## src/verilog/dcas_pkg.sv

```systemverilog
// Constants and helpers for the daisy-chain address selector
package dcas_pkg;
  // ****************************************
  // Character codes
  // ****************************************
  localparam logic [7:0] CH_WILD = 8'h2a;
  localparam logic [7:0] CH_AT = 8'h40;
  localparam logic [7:0] CH_GLOBAL = 8'h5c;
  localparam logic [7:0] CH_PROMPT = 8'h3e;
  localparam logic [7:0] CH_EQUALS = 8'h3d;
  localparam logic [7:0] CH_CR = 8'h0d;
  localparam logic [7:0] CH_LF = 8'h0a;
  localparam logic [7:0] CH_I = 8'h49;
  localparam logic [7:0] CH_D = 8'h44;
  localparam logic [7:0] CH_T = 8'h54;
  localparam logic [7:0] CH_A = 8'h41;
  localparam logic [7:0] CH_L = 8'h4c;
  localparam logic [7:0] CH_K = 8'h4b;
  localparam logic [7:0] CH_0 = 8'h30;
  localparam logic [7:0] CH_9 = 8'h39;
  localparam logic [7:0] CH_Z = 8'h5a;
  localparam logic [7:0] CH_LOW_A = 8'h61;
  localparam logic [7:0] CH_LOW_Z = 8'h7a;
  localparam logic [7:0] CASE_BIT = 8'h20;

  // ****************************************
  // Reset values and message sizes
  // ****************************************
  localparam logic [7:0] ID_FACTORY = CH_WILD;
  localparam int MSG_DEPTH = 4;
  localparam logic [2:0] LEN_READBACK = 3'h4;
  localparam logic [2:0] LEN_PROMPT_ID = 3'h2;
  localparam logic [2:0] LEN_PROMPT = 3'h1;

  // ****************************************
  // Line parser states
  // ****************************************
  typedef enum logic [2:0] {
    PS_START = 3'b000,
    PS_AT = 3'b001,
    PS_SELECT_RESPONDER_COMMAND = 3'b010,
    PS_SELECT_RESPONDER_COMMAND_ID = 3'b011,
    PS_BODY = 3'b100
  } dcas_pstate_t;

  function automatic logic [7:0] to_upper(input logic [7:0] c);
    return (c >= CH_LOW_A && c <= CH_LOW_Z) ? (c & ~CASE_BIT) : c;
  endfunction

  // Digit or letter, either case
  function automatic logic is_id_char(input logic [7:0] c);
    logic [7:0] u;
    u = to_upper(c);
    return (u >= CH_0 && u <= CH_9) || (u >= CH_A && u <= CH_Z);
  endfunction

  function automatic logic [7:0] select_responder_command_char(input logic [1:0] idx);
    case (idx)
      2'h0: return CH_T;
      2'h1: return CH_A;
      2'h2: return CH_L;
      default: return CH_K;
    endcase
  endfunction
endpackage

```

## src/verilog/dcas_top.sv

```systemverilog
// Daisy-chain address selector: identifier, selection and prompt output
// ****************************************
// ****************************************
module dcas_top
  import dcas_pkg::*;
(
  input wire logic I_MCLK,
  input wire logic I_RST,
  input wire logic I_RX_VALID,
  input wire logic [7:0] I_RX_DATA,
  input wire logic I_ID_WR,
  input wire logic [7:0] I_ID_WR_DATA,
  input wire logic I_ID_RD,
  input wire logic I_PROMPT_REQ,
  input wire logic I_SAVE,
  input wire logic [7:0] I_NV_ID,
  input wire logic I_NV_VALID,
  input wire logic I_TX_READY,
  output logic O_CMD_EN,
  output logic O_TX_EN,
  output logic O_SELECTED,
  output logic O_READY,
  output logic [7:0] O_ID,
  output logic O_TX_VALID,
  output logic [7:0] O_TX_DATA,
  output logic O_NV_WR,
  output logic [7:0] O_NV_DATA
);

  // ****************************************
  // Identifier store
  // ****************************************
  logic [7:0] id_reg;
  logic [7:0] id_next;
  logic restored_reg;
  logic restored_next;
  logic nv_wr_reg;
  logic nv_wr_next;
  logic [7:0] nv_data_reg;
  logic [7:0] nv_data_next;
  logic id_wr_ok;
  logic is_wild;

  assign is_wild = (id_reg == CH_WILD);
  // Ignored before restore, so a write cannot be overrun by the load
  assign id_wr_ok = restored_reg && I_ID_WR &&
                    (is_id_char(I_ID_WR_DATA) || I_ID_WR_DATA == CH_WILD);

  always_comb begin
    id_next = id_reg;
    restored_next = 1'b1;
    nv_wr_next = 1'b0;
    nv_data_next = nv_data_reg;
    if (!restored_reg) begin
      // Store sampled one cycle after reset, never inside it
      if (I_NV_VALID && is_id_char(I_NV_ID)) begin
        id_next = to_upper(I_NV_ID);
      end else begin
        id_next = ID_FACTORY;
      end
    end else if (id_wr_ok) begin
      id_next = to_upper(I_ID_WR_DATA);
    end
    if (restored_reg && I_SAVE) begin
      nv_wr_next = 1'b1;
      nv_data_next = id_reg;
    end
  end

  always_ff @(posedge I_MCLK) begin
    if (I_RST) begin
      id_reg <= ID_FACTORY;
      restored_reg <= 1'b0;
      nv_wr_reg <= 1'b0;
      nv_data_reg <= ID_FACTORY;
    end else begin
      id_reg <= id_next;
      restored_reg <= restored_next;
      nv_wr_reg <= nv_wr_next;
      nv_data_reg <= nv_data_next;
    end
  end

  // ****************************************
  // Line parser and selection
  // ****************************************
  dcas_pstate_t ps_reg;
  dcas_pstate_t ps_next;
  logic [1:0] select_responder_command_idx_reg;
  logic [1:0] select_responder_command_idx_next;
  logic selected_reg;
  logic selected_next;
  logic global_reg;
  logic global_next;
  logic [7:0] rx_up;
  logic rx_eol;
  logic tx_en;

  assign rx_up = to_upper(I_RX_DATA);
  assign rx_eol = (I_RX_DATA == CH_CR) || (I_RX_DATA == CH_LF);

  always_comb begin
    ps_next = ps_reg;
    select_responder_command_idx_next = select_responder_command_idx_reg;
    selected_next = selected_reg;
    global_next = global_reg;
    if (I_RX_VALID) begin
      if (rx_eol) begin
        // Global flag outlives the line so its answer and prompt get out
        ps_next = PS_START;
      end else begin
        unique case (ps_reg)
          PS_START: begin
            global_next = (I_RX_DATA == CH_GLOBAL);
            select_responder_command_idx_next = 2'h1;
            if (I_RX_DATA == CH_AT) begin
              ps_next = PS_AT;
            end else if (rx_up == CH_T) begin
              ps_next = PS_SELECT_RESPONDER_COMMAND;
            end else begin
              ps_next = PS_BODY;
            end
          end
          PS_SELECT_RESPONDER_COMMAND: begin
            if (rx_up != select_responder_command_char(select_responder_command_idx_reg)) begin
              ps_next = PS_BODY;
            end else if (select_responder_command_idx_reg == 2'h3) begin
              ps_next = PS_SELECT_RESPONDER_COMMAND_ID;
            end else begin
              select_responder_command_idx_next = select_responder_command_idx_reg + 2'h1;
            end
          end
          PS_AT, PS_SELECT_RESPONDER_COMMAND_ID: begin
            ps_next = PS_BODY;
            // Wildcard devices answer anyway; selection only matters later
            if (is_id_char(I_RX_DATA) && !is_wild) begin
              selected_next = (rx_up == id_reg);
            end
          end
          PS_BODY: begin
            ps_next = PS_BODY;
          end
        endcase
      end
    end
  end

  always_ff @(posedge I_MCLK) begin
    if (I_RST) begin
      ps_reg <= PS_START;
      select_responder_command_idx_reg <= 2'h0;
      selected_reg <= 1'b0;
      global_reg <= 1'b0;
    end else begin
      ps_reg <= ps_next;
      select_responder_command_idx_reg <= select_responder_command_idx_next;
      selected_reg <= selected_next;
      global_reg <= global_next;
    end
  end

  // Selection survives an identifier change: it is not tied to the value
  assign tx_en = restored_reg && (is_wild || selected_reg || global_reg);

  // ****************************************
  // Prompt and readback transmitter
  // ****************************************
  logic [7:0] msg_reg [MSG_DEPTH];
  logic [7:0] msg_next [MSG_DEPTH];
  logic [2:0] left_reg;
  logic [2:0] left_next;
  logic prompt_pend_reg;
  logic prompt_pend_next;
  logic read_pend_reg;
  logic read_pend_next;
  logic busy;
  logic tx_take;

  assign busy = (left_reg != 3'h0);
  assign tx_take = busy && I_TX_READY;

  always_comb begin
    msg_next = msg_reg;
    left_next = left_reg;
    prompt_pend_next = prompt_pend_reg;
    read_pend_next = read_pend_reg;
    if (tx_take) begin
      for (int i = 0; i < MSG_DEPTH - 1; i++) begin
        msg_next[i] = msg_reg[i + 1];
      end
      left_next = left_reg - 3'h1;
    end else if (!busy) begin
      if (!tx_en) begin
        // Silent device drops what it may not say
        prompt_pend_next = 1'b0;
        read_pend_next = 1'b0;
      end else if (read_pend_reg) begin
        msg_next[0] = CH_I;
        msg_next[1] = CH_D;
        msg_next[2] = CH_EQUALS;
        msg_next[3] = id_reg;
        left_next = LEN_READBACK;
        read_pend_next = 1'b0;
      end else if (prompt_pend_reg) begin
        if (is_wild) begin
          msg_next[0] = CH_PROMPT;
          left_next = LEN_PROMPT;
        end else begin
          msg_next[0] = id_reg;
          msg_next[1] = CH_PROMPT;
          left_next = LEN_PROMPT_ID;
        end
        prompt_pend_next = 1'b0;
      end
    end
    // A request in the cycle its flag is consumed is kept
    if (I_ID_RD) begin
      read_pend_next = 1'b1;
    end
    if (I_PROMPT_REQ || (id_wr_ok && tx_en)) begin
      prompt_pend_next = 1'b1;
    end
  end

  always_ff @(posedge I_MCLK) begin
    if (I_RST) begin
      for (int i = 0; i < MSG_DEPTH; i++) begin
        msg_reg[i] <= 8'h00;
      end
      left_reg <= 3'h0;
      prompt_pend_reg <= 1'b0;
      read_pend_reg <= 1'b0;
    end else begin
      msg_reg <= msg_next;
      left_reg <= left_next;
      prompt_pend_reg <= prompt_pend_next;
      read_pend_reg <= read_pend_next;
    end
  end

  // ****************************************
  // Outputs
  // ****************************************
  assign O_CMD_EN = tx_en;
  assign O_TX_EN = tx_en;
  assign O_SELECTED = selected_reg;
  assign O_READY = restored_reg;
  assign O_ID = id_reg;
  assign O_TX_VALID = busy;
  assign O_TX_DATA = msg_reg[0];
  assign O_NV_WR = nv_wr_reg;
  assign O_NV_DATA = nv_data_reg;

endmodule // dcas_top

```

## config.mk

```make
export PLATFORM = sky130hd
export DESIGN_NAME = dcas_top
export DESIGN_NICKNAME = d
export VERILOG_FILES = /design/src/verilog/dcas_pkg.sv /design/src/verilog/dcas_top.sv
export SDC_FILE = /design/constraint.sdc
export NUM_CORES = 1
export LEC_CHECK = 0
export ABC_AREA = 1
export BUFFER_PORTS_ARGS = -buffer_cell sky130_fd_sc_hd__buf_2
export CAP_MARGIN = 20
export CORE_UTILIZATION = 56
export DETAILED_ROUTE_END_ITERATION = 10
export PLACE_DENSITY_LB_ADDON = 0.15
export SYNTH_ARGS = -nofsm -noshare
export SYNTH_HDL_FRONTEND = slang
export SYNTH_SLANG_ARGS = --single-unit
export TNS_END_PERCENT = 10
```

## constraint.sdc

```tcl
create_clock -name I_MCLK -period 2.1 [get_ports I_MCLK]
set_input_delay 0.105 -clock I_MCLK [delete_from_list [all_inputs] [get_ports I_MCLK]]
set_output_delay 0.105 -clock I_MCLK [all_outputs]
set_load 0.1 [all_outputs]
```

## After elaboration in Yosys (flattened, before gate mapping)

Cells that the tools add are included.

| word-level totals | value |
|---|---|
| flip-flop bits (word level) | 62 |
| latch bits | 0 |
| RAM bits | 0 |
| memory bits (read-only) | 0 |
| input port bits | 33 |
| output and inout port bits | 30 |
| logic and storage cells | 153 |
| memories kept | 0 |

| operators by class | value |
|---|---|
| add/subtract/negate cells | 2 |
| $mul | 0 |
| div/mod/pow operators | 0 |
| $lt $le $gt $ge | 18 |
| equal/unequal tests | 27 |
| shift-type cells | 0 |
| muxes and demuxes | 43 |
| bitwise logic cells | 3 |
| reductions and logical operators | 45 |

Operators by type and width:

| operator | count |
|---|---|
| 32-bit 2-to-1 mux | 2 |
| 8-bit 2-to-1 mux | 8 |
| 8-bit by 7-bit greater-or-equal comparator with 1-bit output (second input constant) | 6 |
| 8-bit by 7-bit <= comparator with 1-bit output (second input constant) | 6 |
| 16-bit 2-to-1 mux | 3 |
| 3-bit 2-to-1 mux | 10 |
| 8-bit by 7-bit == test with 1-bit output (second input constant) | 3 |
| 8-bit by 6-bit greater-or-equal comparator with 1-bit output (second input constant) | 3 |
| 8-bit by 6-bit <= comparator with 1-bit output (second input constant) | 3 |
| 24-bit 2-to-1 mux | 1 |
| 6-bit 2-to-1 mux | 3 |
| 1-bit logical AND | 17 |
| 8-bit by 4-bit == test with 1-bit output (second input constant) | 2 |
| 8-bit by 6-bit == test with 1-bit output (second input constant) | 2 |
| 5-bit case mux with 3 select lines | 1 |
| 3-bit AND reduction | 4 |
| 4-bit AND reduction | 3 |
| 1-bit 2-to-1 mux | 10 |
| 3-bit case mux with 3 select lines | 1 |
| 8-bit == test | 1 |
| 1-bit logical OR | 8 |
| 2-bit by 1-bit inequality test with 1-bit output (second input constant) | 4 |
| 2-bit inequality test (second input constant) | 4 |
| 8-bit inequality test | 1 |
| 22 further kinds | 32 |

## Depth between registers and ports, before layout

| depth | value |
|---|---|
| depth in word-level cells | 12 |
| depth in mapped cells | 15 |
| depth with buffers taken out | 14 |

## Worst setup path after synthesis

Ideal clock, no wire load.

| path | value |
|---|---|
| path type | reg-to-output |
| from | register id_reg[5] (netlist: O_ID[5]) |
| to | output O_TX_EN |
| data arrival time | 2.654 ns |
| required time | 1.995 ns |
| setup slack | -0.659 ns |
| stages on the path, launching flop included | 9 |
| path buffers | 2 |
| cells stage by stage | dfxtp_1 buf_4 nand2_1 nor3_1 nand2_1 nand2_2 nand2_1 inv_1 buf_4 |

| between the ends | value |
|---|---|
| cells in the longest elaborated chain, start to end | 4 |

RTL lines:

| what | line | RTL |
|---|---|---|
| start, declared | dcas_top.sv:33 | `logic [7:0] id_reg;` |
| start signal, assigned | dcas_top.sv:77 | `id_reg <= id_next;` |
| 8-bit by 6-bit == test with 1-bit output | dcas_top.sv:44 | `assign is_wild = (id_reg == CH_WILD);` |
| 1-bit logical OR (2 in series) | dcas_top.sv:163 | `assign tx_en = restored_reg && (is_wild \|\| selected_reg \|\| global_reg);` |
| 1-bit logical AND | dcas_top.sv:163 |  |
| end, declared | dcas_top.sv:20 | `output logic O_TX_EN,` |

No other way between the ends.

## Final worst setup path

| path | value |
|---|---|
| from | register id_reg[2] (netlist: O_ID[2]) |
| to | output O_CMD_EN |

| between the ends | value |
|---|---|
| cells in the longest elaborated chain, start to end | 4 |

RTL lines:

| what | line | RTL |
|---|---|---|
| 8-bit by 6-bit == test with 1-bit output | dcas_top.sv:44 |  |
| 1-bit logical OR (2 in series) | dcas_top.sv:163 |  |
| 1-bit logical AND | dcas_top.sv:163 |  |
| end, declared | dcas_top.sv:19 | `output logic O_CMD_EN,` |

No other way between the ends.

==> flow_summary.json <==
{
  "initial_utilization": 0.583,
  "worst_slew_pin_slew_ns": 0.498,
  "fin_ws_ns": 0.110,
  "antenna_found_initial": 0,
  "mappedNetlistNets": 559,
  "slew_headroom": 0.670,
  "synth.most_common_cell": "nand2_1",
  "clock_sinks": 62,
  "row_count": 28,
  "whs_endpoint": "prompt_pend_reg",
  "fillers": 512,
  "clockBufferDepth": 2,
  "skew_ns": 0.00933,
  "globalplace.congestion": 0.896,
  "drc": 0,
  "drt_iter0_drc": 215,
  "antennaDiodeCount": 0,
  "synth_ff_type": "dfxtp_1",
  "min-delay-path-class": "in2reg",
  "dp_hpwl_um": 6090,
  "insertion_delay_ns": 0.35,
  "arrival_ns": 1.89,
  "ys_ff_latch": 62,
  "min_period_ns": 1.99,
  "pre_cts_ws_ns": 0.136,
  "synth.distinct_cells": 36,
  "yosysTopAreaCellShare": 0.359,
  "drive_gt1_frac": 0.209,
  "synth_top_cell_by_area": "dfxtp_1",
  "period_share": 0.948,
  "grt_max_degree": 33,
  "rsz0062_at_grt": "true",
  "fmax_ghz": 0.502,
  "synthArstFlopShare": 0,
  "crit_type": "reg2out",
  "area_growth_pct": 14.4,
  "crit_required_ns": 2.00,
  "cts_tree": "done",
  "synth_cells": 520,
  "drv_cap": 0,
  "drt_wl_total_um": 8730,
  "fin_nets": 609,
  "gr-total-overflow": 0,
  "clockRootBuffer": "clkbuf_8",
  "final-hold-violation-count": 0,
  "dieArea_mm2": 0.00649,
  "endpoint_kind": "output pin",
  "netlist_area_mm2": 0.00345,
  "fin_util": 0.667,
  "htree_num_levels": 3,
  "synthTopCellsByArea": "dfxtp_1 (36%), nand2_1 (14%), a21oi_1 (7.7%)",
  "start_kind": "register",
  "p_leak_nw": 1.84,
  "fp.dieH_um": 80.5,
  "worstHoldStart": "I_PROMPT_REQ",
  "path_clk_slew_ns": 0.07,
  "reg2reg_setup_slack_ns": 0.20,
  "synth_edf_count": 0,
  "synth_commonest_cells": "nand2_1 (127), dfxtp_1 (62), inv_1 (56), a21oi_1 (53), nor2_1 (53)",
  "cts_buffers": 9,
  "vias": 3498,
  "fin_cells": 650,
  "dp_cells": 632,
  "powerDensity_mw_per_mm2": 1010,
  "setup_viol": 0,
  "grt_pass1_vias": 3086,
  "drt_first_pass_iters": 5,
  "synth_warnings": 0,
  "avgViaCountPerCell": 5.38,
  "status": "finished clean",
  "die_width_um": 80.5,
  "yosysSeqAreaShare": 0.359,
  "fp.coreArea_mm2": 0.00592,
  "peakVddDrop_uv": 721,
  "ioPinCount": 63,
  "r2r_end": "msg_reg[17]",
  "crit_fanout": 6,
  "io_buffers": 62,
  "grt.total_usage": 0.289,
  "drtAntennaViolNets": 0,
  "hold_path_depth": 3,
  "reg2reg_depth": 11,
  "r2r_start": "left_reg[0]",
  "grt_pass1_wl_um": 14300,
  "wl_per_cell_um": 13.4,
  "avgSynthCellArea_um2": 6.64,
  "largest_reg_flops": 24,
  "postLayoutCellArea_mm2": 0.00395,
  "slew_viol_final": 0,
  "postPlaceCellArea_mm2": 0.00376
}
cells by family after synthesis:
family          count (synthesis)  share of synthesized area
simple gates                  255                      0.325
fa+ha+maj                       6                     0.0217
compound gates                100                      0.154
buf+inv                        88                      0.117
xor+xnor                        9                     0.0228
flops                          62                      0.359
stage by stage:
step	power, W	TNS, ns	hold WS [ns]
after global routing	0.00418	-0.0229	0.0424
after global placement	0.00301	0	0.337
after detailed placement	0.00303	0	0.349
after floorplan	0.00283	-0.0167	0.222
final	0.00398	0	0.0322
after CTS	0.00395	0	0.0164
where the power goes:
group / total [W] / switching, W / internal [W] / leakage (nW)
Sequential: 0.00141 / 0.0000993 / 0.00131 / 0.509
Clock: 0.000932 / 0.000504 / 0.000428 / 0.0816
Combinational: 0.00164 / 0.00127 / 0.000369 / 1.25
critical path, cell delays in order, from the launching register on:
cell and delay (ns):
dfxtp_4 0.38, inv_1 0.13, nand2_1 0.06, nor2_1 0.12, nand2_1 0.08, nand2_2 0.10
nand2_1 0.13, clkinvlp_4 0.10, buf_2 0.41
repair_timing:
| item | 4_1_cts | 5_1_grt |
|---|---|---|
| hold endpoints to repair | 1 | 0 |
| buffers inserted | 0 | 0 |
| setup endpoints to repair | 0 | 7 |
| gates resized for setup | 0 | 2 |
| hold buffers | 1 | 0 |
routing by layer:
layer / vias up / wire length [um] / global-route usage / share of wire
li1: 1779 / - / - / -
met5: - / 0 / 0 / 0
met1: 1606 / 4030 / 0.370 / 0.46
met2: 96 / 4080 / 0.476 / 0.47
met3: 17 / 483 / 0.0693 / 0.055
met4: 0 / 139 / 0.0875 / 0.016
final cells by class:
type,count,area (um^2),area share
inverters,58,234,0.0592
multi-input cells,370,1820,0.461
well taps,75,93.8,0.0237
repair buffers,68,358,0.0906
flip-flops and latches,62,1260,0.320
clock buffers,9,124,0.0313
repair inverters,1,7.51,0.00190
clock inverters,7,50.0,0.0127
how the worst max path moves through the flow:
stage	depth (start not counted)	slack (ns)	startpoint	endpoint
5_1_grt	8	-0.01	O_ID[2]	O_TX_EN
3_5_place_dp	11	0.14	left_reg[0]	msg_reg[18]
4_1_cts	8	0.10	O_ID[2]	O_CMD_EN
2_1_floorplan	12	-0.007	left_reg[0]	left_reg[2]
6_report	8	0.11	O_ID[2]	O_CMD_EN
3_3_place_gp	11	0.24	left_reg[0]	msg_reg[18]
cells in the final DEF, fill, tap and decap left out, types with 3 or more instances in the layout:
master	count
a21oi_1	53
a21oi_2	4
buf_2	62
buf_4	5
clkbuf_8	9
clkinvlp_4	7
dfxtp_1	52
dfxtp_2	6
dfxtp_4	4
ha_1	6
inv_1	52
nand2_1	127
nand2_2	5
nand2_4	3
nand3_1	36
nand4_1	12
nor2_1	53
nor3_1	8
o21ai_0	30
o21ai_1	7
xnor2_1	4
xor2_1	5
No activity file was read; power rests on OpenSTA's default activity.
